===== src/common/kbm_pkg.sv =====
// package for the emulated keyboard-controller message port
// assumes one bus clock domain plus a sampled 1 MHz tick input
package kbm_pkg;
   localparam logic [7:0] KBM_RESET_BYTE = 8'h00;
   localparam int KBM_STAT_OUT_FULL = 0;
   localparam int KBM_STAT_IN_FULL = 1;
   localparam int KBM_STAT_CMD_DATA = 3;
   localparam int KBM_STAT_AUX = 5;
   localparam int KBM_CLK_HZ = 10000000;
   localparam int KBM_RST_PULSE_US = 6;
   localparam int KBM_FIFO_DEPTH = 16;
   localparam int KBM_DATA_W = 8;

   typedef struct packed {
      logic cmd;
      logic [7:0] data;
   } kbm_host_word_t;

   typedef struct packed {
      logic aux;
      logic [7:0] data;
   } kbm_ec_word_t;

   typedef enum logic [2:0] {
      KBM_PG_IDLE = 3'b001,
      KBM_PG_RUN = 3'b010,
      KBM_PG_DONE = 3'b100
   } kbm_pg_state_t;
endpackage : kbm_pkg


===== src/kbm_fifo.sv =====
// parameterised first-in first-out buffer, valid/ready on both sides
// assumes a single clock and active-low asynchronous reset
`timescale 1ns/10ps
module kbm_fifo #(
   parameter int WIDTH = 9,
   parameter int DEPTH = 16
) (
   input wire logic clk,
   input wire logic rst_b,
   input wire logic in_valid,
   output logic in_ready,
   input wire logic [WIDTH-1:0] in_data,
   output logic out_valid,
   input wire logic out_ready,
   output logic [WIDTH-1:0] out_data
);
   localparam int AW = $clog2(DEPTH);
   if (WIDTH < 1 || DEPTH < 2 || (1 << AW) != DEPTH) begin : g_bad_shape
      $error("width below one or depth not a power of two");
   end
   logic [WIDTH-1:0] mem [DEPTH];
   logic [AW:0] wr_ptr, rd_ptr, next_wr_ptr, next_rd_ptr;
   logic push, pop;
   always_comb begin
      in_ready = (wr_ptr - rd_ptr) != (AW+1)'(DEPTH);
      out_valid = wr_ptr != rd_ptr;
      push = in_valid && in_ready;
      pop = out_valid && out_ready;
      next_wr_ptr = wr_ptr + (AW+1)'(push);
      next_rd_ptr = rd_ptr + (AW+1)'(pop);
      out_data = mem[rd_ptr[AW-1:0]];
   end
   always_ff @(posedge clk or negedge rst_b) begin
      if (!rst_b) begin
         wr_ptr <= '0;
         rd_ptr <= '0;
      end else begin
         wr_ptr <= next_wr_ptr;
         rd_ptr <= next_rd_ptr;
      end
   end
   always_ff @(posedge clk) begin
      if (push) begin
         mem[wr_ptr[AW-1:0]] <= in_data;
      end
   end
endmodule : kbm_fifo


===== src/kbm_msg_port.sv =====
// emulated keyboard-controller message port: host/EC bytes, flags, irqs, cpu reset
// assumes host and EC strobes are one-cycle pulses on clk; tick_1mhz is a pin
//
// Summary of operation
// - system or io-block reset clears every register to 00h, machines idle.
// - host write of data or command raises EC input-full interrupt.
// - host read of normal or aux data raises EC output interrupt.
// - keyboard and mouse host interrupts go out as serial IRQ requests.
// - keyboard reset output goes to pin-function multiplexing.
// - all registers run on the bus clock.
// - cpu-reset counter advances on the separate 1 MHz tick.
// - keyboard output-drain interrupt fires when output-full falls.
// - keyboard input-full interrupt is high while input-full is set.
// - both keyboard buffer interrupts feed aggregated group 19.
// - select bit 0 picks the keyboard host interrupt.
// - select bit 1 picks the mouse host interrupt.
// - no main-power-loss emulation; block just runs on standby power.
// - one message interface and one port-92 sub-block exist.
// - data write clears cmd flag, command write sets it; both set input-full.
// - host data read clears output-full and pending output interrupts.
// - command/data flag is bit 3 of the host status byte.
// - activate enables 1 MHz tick; cleared, gated only when generator idle.
`timescale 1ns/10ps
module kbm_msg_port
   import kbm_pkg::*;
#(
   parameter int PULSE_TICKS = KBM_RST_PULSE_US
) (
   input wire logic clk,
   input wire logic rst_b,
   input wire logic system_reset_n,
   input wire logic io_block_reset_n,
   input wire logic host_data_wr,
   input wire logic host_cmd_wr,
   input wire logic [7:0] host_wdata,
   input wire logic host_in_ready,
   input wire logic host_data_rd,
   output logic [7:0] host_rdata,
   output logic [7:0] host_status,
   output logic ec_in_valid,
   input wire logic ec_in_ready,
   output kbm_host_word_t ec_in_word,
   input wire logic ec_out_wr,
   input wire logic ec_out_aux,
   input wire logic [7:0] ec_out_data,
   input wire logic activate,
   input wire logic irq_select,
   input wire logic cpu_reset_req,
   input wire logic tick_1mhz,
   output logic ec_input_full_irq,
   output logic ec_output_read_irq,
   output logic kbd_output_drain_irq,
   output logic kbd_input_full_irq,
   output logic [1:0] aggregated_irq_group,
   output logic keyboard_host_irq,
   output logic mouse_host_irq,
   output logic keyboard_reset_out,
   output logic port92_valid
);
   if (PULSE_TICKS < 1 || PULSE_TICKS > 255) begin : g_bad_pulse
      $error("pulse length out of range");
   end

   // combined soft reset: the two block resets synchronised, then ORed in
   logic [1:0] sys_sync, sio_sync;
   logic blk_clr;
   always_ff @(posedge clk or negedge rst_b) begin
      if (!rst_b) begin
         sys_sync <= 2'h0;
         sio_sync <= 2'h0;
      end else begin
         sys_sync <= {sys_sync[0], system_reset_n};
         sio_sync <= {sio_sync[0], io_block_reset_n};
      end
   end
   assign blk_clr = !sys_sync[1] || !sio_sync[1];

   // host-to-EC path through the buffer; input-full means bytes waiting
   kbm_host_word_t hw_word;
   logic hw_valid, hw_ready, fifo_out_valid;
   kbm_host_word_t fifo_out;
   always_comb begin
      hw_valid = (host_data_wr || host_cmd_wr) && !blk_clr;
      hw_word.cmd = host_cmd_wr;
      hw_word.data = host_wdata;
   end
   kbm_fifo #(.WIDTH(9), .DEPTH(KBM_FIFO_DEPTH)) u_fifo (
      .clk(clk),
      .rst_b(rst_b),
      .in_valid(hw_valid),
      .in_ready(hw_ready),
      .in_data(hw_word),
      .out_valid(fifo_out_valid),
      .out_ready(ec_in_ready || blk_clr),
      .out_data(fifo_out)
   );
   always_comb begin
      ec_in_valid = fifo_out_valid && !blk_clr;
      ec_in_word = fifo_out;
   end

   // message registers, all on the bus clock
   logic in_full, cmd_flag, out_full, aux_flag, irq_out_pend;
   logic next_in_full, next_cmd_flag, next_out_full, next_aux_flag, next_irq_out_pend;
   logic [7:0] out_data, next_out_data;
   logic in_irq, out_irq, drain_irq, next_in_irq, next_out_irq, next_drain_irq;
   logic host_wr, host_rd;
   always_comb begin
      host_wr = hw_valid && hw_ready;
      host_rd = host_data_rd && out_full;
      next_in_full = fifo_out_valid;
      next_cmd_flag = cmd_flag;
      if (host_wr) begin
         next_cmd_flag = host_cmd_wr;
         next_in_full = 1'b1;
      end
      next_out_full = out_full;
      next_aux_flag = aux_flag;
      next_out_data = out_data;
      next_irq_out_pend = irq_out_pend;
      if (host_rd) begin
         next_out_full = 1'b0;
         next_irq_out_pend = 1'b0;
      end
      // EC write beats a simultaneous host read: the new byte must not be lost
      if (ec_out_wr) begin
         next_out_full = 1'b1;
         next_aux_flag = ec_out_aux;
         next_out_data = ec_out_data;
         next_irq_out_pend = 1'b1;
      end
      next_in_irq = host_wr;
      next_out_irq = host_data_rd && out_full;
      next_drain_irq = out_full && !next_out_full;
      if (blk_clr) begin
         next_in_full = 1'b0;
         next_cmd_flag = 1'b0;
         next_out_full = 1'b0;
         next_aux_flag = 1'b0;
         next_out_data = KBM_RESET_BYTE;
         next_irq_out_pend = 1'b0;
         next_in_irq = 1'b0;
         next_out_irq = 1'b0;
         next_drain_irq = 1'b0;
      end
   end
   always_ff @(posedge clk or negedge rst_b) begin
      if (!rst_b) begin
         in_full <= 1'b0;
         cmd_flag <= 1'b0;
         out_full <= 1'b0;
         aux_flag <= 1'b0;
         out_data <= KBM_RESET_BYTE;
         irq_out_pend <= 1'b0;
         in_irq <= 1'b0;
         out_irq <= 1'b0;
         drain_irq <= 1'b0;
      end else begin
         in_full <= next_in_full;
         cmd_flag <= next_cmd_flag;
         out_full <= next_out_full;
         aux_flag <= next_aux_flag;
         out_data <= next_out_data;
         irq_out_pend <= next_irq_out_pend;
         in_irq <= next_in_irq;
         out_irq <= next_out_irq;
         drain_irq <= next_drain_irq;
      end
   end

   always_comb begin
      host_rdata = out_data;
      host_status = 8'h00;
      host_status[KBM_STAT_OUT_FULL] = out_full;
      host_status[KBM_STAT_IN_FULL] = in_full;
      host_status[KBM_STAT_CMD_DATA] = cmd_flag;
      host_status[KBM_STAT_AUX] = aux_flag;
      ec_input_full_irq = in_irq;
      ec_output_read_irq = out_irq;
      kbd_output_drain_irq = drain_irq;
      kbd_input_full_irq = in_full;
      aggregated_irq_group = {drain_irq, in_full};
      // pending output interrupt goes out as a serial irq request
      keyboard_host_irq = irq_out_pend && !irq_select;
      mouse_host_irq = irq_out_pend && irq_select;
   end

   // cpu reset pulse generator; 1 MHz tick comes from outside, so synchronise it
   logic [2:0] tick_sync;
   logic tick_edge, clk_en;
   always_ff @(posedge clk or negedge rst_b) begin
      if (!rst_b) begin
         tick_sync <= 3'h0;
      end else begin
         tick_sync <= {tick_sync[1:0], tick_1mhz};
      end
   end
   kbm_pg_state_t pg_state, next_pg_state;
   logic [7:0] pg_count, next_pg_count;
   logic rst_out, next_rst_out;
   always_comb begin
      tick_edge = tick_sync[1] && !tick_sync[2];
      clk_en = activate || pg_state != KBM_PG_IDLE;
      next_pg_state = pg_state;
      next_pg_count = pg_count;
      next_rst_out = 1'b0;
      case (pg_state)
         KBM_PG_IDLE: begin
            next_pg_count = 8'h00;
            if (cpu_reset_req && activate) begin
               next_pg_state = KBM_PG_RUN;
            end
         end
         KBM_PG_RUN: begin
            next_rst_out = 1'b1;
            if (tick_edge && clk_en) begin
               next_pg_count = pg_count + 8'h01;
               if (pg_count + 8'h01 >= 8'(PULSE_TICKS)) begin
                  next_pg_state = KBM_PG_DONE;
                  next_rst_out = 1'b0;
               end
            end
         end
         KBM_PG_DONE: begin
            next_pg_state = KBM_PG_IDLE;
         end
         default: begin
            next_pg_state = KBM_PG_IDLE;
         end
      endcase
      if (blk_clr) begin
         next_pg_state = KBM_PG_IDLE;
         next_pg_count = 8'h00;
         next_rst_out = 1'b0;
      end
   end
   always_ff @(posedge clk or negedge rst_b) begin
      if (!rst_b) begin
         pg_state <= KBM_PG_IDLE;
         pg_count <= 8'h00;
         rst_out <= 1'b0;
      end else begin
         pg_state <= next_pg_state;
         pg_count <= next_pg_count;
         rst_out <= next_rst_out;
      end
   end
   // goes to pin-function mux; active high while pulse runs
   assign keyboard_reset_out = rst_out;

   // single port-92 sub-block: only its valid bit is kept here
   logic p92_valid, next_p92_valid;
   always_comb begin
      next_p92_valid = activate;
      if (blk_clr) begin
         next_p92_valid = 1'b0;
      end
   end
   always_ff @(posedge clk or negedge rst_b) begin
      if (!rst_b) begin
         p92_valid <= 1'b0;
      end else begin
         p92_valid <= next_p92_valid;
      end
   end
   assign port92_valid = p92_valid;
   // no main-power-loss emulation: nothing watches main power
endmodule : kbm_msg_port


===== config.mk =====
export PLATFORM = sky130hd
export DESIGN_NAME = kbm_msg_port
export DESIGN_NICKNAME = d
export VERILOG_FILES = /design/src/common/kbm_pkg.sv /design/src/kbm_fifo.sv /design/src/kbm_msg_port.sv
export SDC_FILE = /design/constraint.sdc
export NUM_CORES = 1
export LEC_CHECK = 0
export ABC_AREA = 0
export BUFFER_PORTS_ARGS = -buffer_cell sky130_fd_sc_hd__clkbuf_2
export CAP_MARGIN = 20
export CELL_PAD_IN_SITES_DETAIL_PLACEMENT = 1
export CELL_PAD_IN_SITES_GLOBAL_PLACEMENT = 2
export CORE_UTILIZATION = 39
export CTS_CLUSTER_SIZE = 30
export DETAILED_ROUTE_END_ITERATION = 16
export PLACE_DENSITY_LB_ADDON = 0.1
export SKIP_CTS_REPAIR_TIMING = 1
export SLEW_MARGIN = 15
export SYNTH_ARGS = -nofsm -noshare
export SYNTH_HDL_FRONTEND = slang
export SYNTH_SLANG_ARGS = --single-unit

===== constraint.sdc =====
create_clock -name clk -period 3.3 [get_ports clk]
set_input_delay 0 -clock clk [delete_from_list [all_inputs] [get_ports clk]]
set_output_delay 0 -clock clk [all_outputs]
set_load 0.05 [all_outputs]

==> results.md <==
- Vias in the first global route: approximately 4,700
- Async set-reset flop share out of synthesis: roughly a quarter
- Ant. Diodes: 0
- Reg2Reg Setup Slack: 0.68 ns
- Drc violations: 0
- Critical-path cell list: inv_1, ha_1, o21ba_2, o31ai_1, o2111ai_2, nor3_4, buf_4, nor3_1, buf_4
- Clk slew on worst S/H paths: about 0.070 ns
- Initial antenna violation count: 0
- Synth Register Bits: 190
- Slew margin rel.: around 53%
- Setup_tns: 0 ns
- Via count: 4,370
- Core Rows: 51
- Endpoints failing setup: 0
- Syn Inst Count: 476
- Design Area, Final: ~9200 um^2
- Die Ht: roughly 140 um
- Final Hold Fails: 6
- Yosys warnings: 0
- Synthesized area per cell: roughly 16 um^2
- Most used cell, CP: buf_4
- Starting Density: roughly 40%
- Die area: 20,600 um^2
- Achievable Freq: around 380 MHz
- Routed wire per std cell: ~20 um
- Failing checks: hold timing
- Crit end category: register
- Library cells used by synthesis: 43
- Synth area leaders: edfxtp_1 55%, dfrtp_1 14%, mux4_2 10%
- I/O Buffers: 61
- Hold_ws: -0.00251 ns
- Crit path max-delay cell type: dfrtp_1
- Fin. max-slew vios: 0
- Post-DP Area: approximately 8500 um^2
- Top cell type by total area after synthesis: edfxtp_1
- Pwr dens: between 700 and 800 nW/um^2
- CTS tree: done
- I/O pin count: 67
- EDFF count, synth: around 140
- P_leak: ~0.0034 uW
- Fin crit period: between 2 and 3 ns
- Status: finished, violations left
- Share of cells above drive strength 1: 27.2%
- Yosys top cell area share: between 50% and 60%
- RSZ-0062 raised after global routing: no
- Total gr overflow: 0
- DIE WIDTH: between 100 and 150 um
- Antenna Nets Post-Route: 0
- Worst Hold Class: in -> reg
- Max stage delay on crit path: approximately 0.38 ns
- Root Buffer Master: clkbuf_16
- Synth-to-Final Area Change: 17.9%
- Clock skew: slightly below 0.007 ns
- Synth Flop Type: edfxtp_1
- Via density: approximately 5.1
- Final GP Congestion: 0.720
- Worst-Margin Slew: 0.705 ns
- H-tree levels: 4
- Post-Syn Area: ~7800 um^2
- CTS max path bufs: 2
- # fillers: slightly below 2,000
- Critical Path RT: between 3 and 4 ns
- Worst-Skew Late Latency: between 0.4 and 0.5 ns
- Post-DP HPWL: 11,000 um
- Drt pass-1 iters: 4
- CTS Buf Count: 17
- Crit path launch type: register
- Peak supply drop: between 0.0003 and 0.0004 V
- Crit Path Class: reg -> reg
- CP max FO: 18
- GR Util All Layers: 18.2%
- First-pass GRT wire length: 26,700 um
- Sequential area share after synthesis: between 70% and 80%
- Maxcap violations: 0
- Largest net degree at the start of global routing: 31
- Final period util: approximately four fifths
- CTS sink cnt: 190
- Initial DRC count: around 160
- Worst Path Arrival: between 2 and 3 ns
- Core area: between 15,000 and 20,000 um^2
- Nets: 613
- Total Wirelength: 17,000 um
## through the flow
stage | setup WS (ns) | utilization (%) | power (uW) | std cells | hold WS, ns
6_report | 0.684 | 47.1 | 7320 | 850 | -0.00251
5_1_grt | 0.450 | 47.1 | 7710 | 850 | 0.00256
4_1_cts | 0.624 | 46.2 | 7430 | 833 | -0.388
3_5_place_dp | 0.632 | 43.3 | 5450 | 801 | 0.0796
3_3_place_gp | 0.738 | 43.3 | 5390 | 801 | 0.0730
2_1_floorplan | 0.00203 | - | 4800 | 479 | -0.296
## state kept, by name (all words and copies together) (netlist names), 2 cells and up
register       cells
sys_sync           2
pg_state           3
u_fifo.rd_ptr      5
tick_sync          3
host_rdata         8
pg_count           8
u_fifo.wr_ptr      5
u_fifo.mem       144
sio_sync           2
## cell type report
class                           instances  area [um^2]  share of cell area [%]
Inverter                                8         30.0                   0.327
Timing Repair Buffer                  103          663                    7.22
Sequential cell                       190         5480                    59.6
Multi-Input combinational cell        252         2120                    23.1
Clock inverter                         14          134                    1.46
Clock buffer                           18          429                    4.67
Tap cell                              265          332                    3.61
## critical path: cells and delay by family (launching register included)
family	cells	cell delay, ns
flops	1	0.38
simple gates	2	0.30
compound gates	3	0.49
fa+ha+maj	1	0.38
buf+inv	3	0.77
## worst paths after layout
path,from,to,cells past startpoint
max in group asynchronous,rst_b,pg_state[0],3
min in group asynchronous,rst_b,pg_count[4],2
max,u_fifo.rd_ptr[3],u_fifo.mem[8][3],9
max reg2reg,u_fifo.rd_ptr[3],u_fifo.mem[8][3],9
min,host_wdata[7],u_fifo.mem[10][7],1
min reg2reg,sys_sync[0],sys_sync[1],0
## placed cells by master, fill, tap and decap left out, types with 2 or more instances in the layout
master | netlist | routed
inv_1 | 5 | 5
nand4_1 | 3 | 3
clkbuf_2 | 0 | 61
and3_1 | 11 | 11
clkinvlp_4 | 0 | 2
ha_1 | 10 | 10
o21ai_0 | 11 | 11
and2_1 | 4 | 4
o211ai_1 | 4 | 4
clkinv_1 | 2 | 4
inv_6 | 0 | 5
nand4b_1 | 2 | 2
clkinv_4 | 0 | 3
or3_1 | 3 | 3
o21a_1 | 3 | 3
nor2_1 | 20 | 20
o31ai_1 | 6 | 6
nand2_1 | 51 | 51
nand3_1 | 9 | 9
dlygate4sd3_1 | 0 | 17
nor2b_1 | 7 | 7
a31oi_1 | 10 | 10
xor2_1 | 5 | 5
edfxtp_1 | 144 | 144
buf_4 | 12 | 25
conb_1 | 1 | 4
dfrtp_1 | 45 | 44
nor3_1 | 19 | 19
mux2i_1 | 9 | 9
nand2b_1 | 2 | 2
mux4_2 | 36 | 36
a21oi_1 | 6 | 6
xnor2_1 | 7 | 7
nand3b_1 | 2 | 2
clkbuf_16 | 0 | 17
## synthesized netlist by cell type, types with 4 or more instances
master and number:
a21oi_1 6, a31oi_1 10, and2_1 4, and3_1 11, buf_1 4, buf_4 12
clkbuf_1 9, dfrtp_1 45, edfxtp_1 144, ha_1 10, inv_1 5, mux2i_1 9
mux4_2 36, nand2_1 51, nand3_1 9, nor2_1 20, nor2b_1 7, nor3_1 19
o211ai_1 4, o21ai_0 11, o31ai_1 6, xnor2_1 7, xor2_1 5
## power breakdown
part / switching [uW] / internal [uW]
clock network: 909 / 1060
registers: 98.2 / 2730
logic: 1600 / 924
## per-layer routing
metal | routed length (um) | vias up | GRT usage [%] | share of wire (%)
met3 | 643 | 19 | 3.43 | 3.8
met1 | 7260 | 2259 | 22.2 | 43
met2 | 8880 | 91 | 31.9 | 52
met4 | 262 | 0 | 6.83 | 1.5
met5 | 0 | - | 0 | 0
li1 | - | 2001 | - | -
## kinds of logic (layout without fill, tap and decap cells)
kind of cell / after synthesis / count (layout) / synth area share, %
compound gates: 43 / 43 / 3.82
fa+ha+maj: 10 / 10 / 1.60
buf+inv: 37 / 143 / 2.66
other cells: 1 / 4 / 0.0481
flops: 190 / 190 / 70.2
mux: 45 / 45 / 11.6
xor+xnor: 12 / 12 / 1.35
simple gates: 138 / 138 / 8.73
Note: power is estimated with default switching activity, not from simulation.
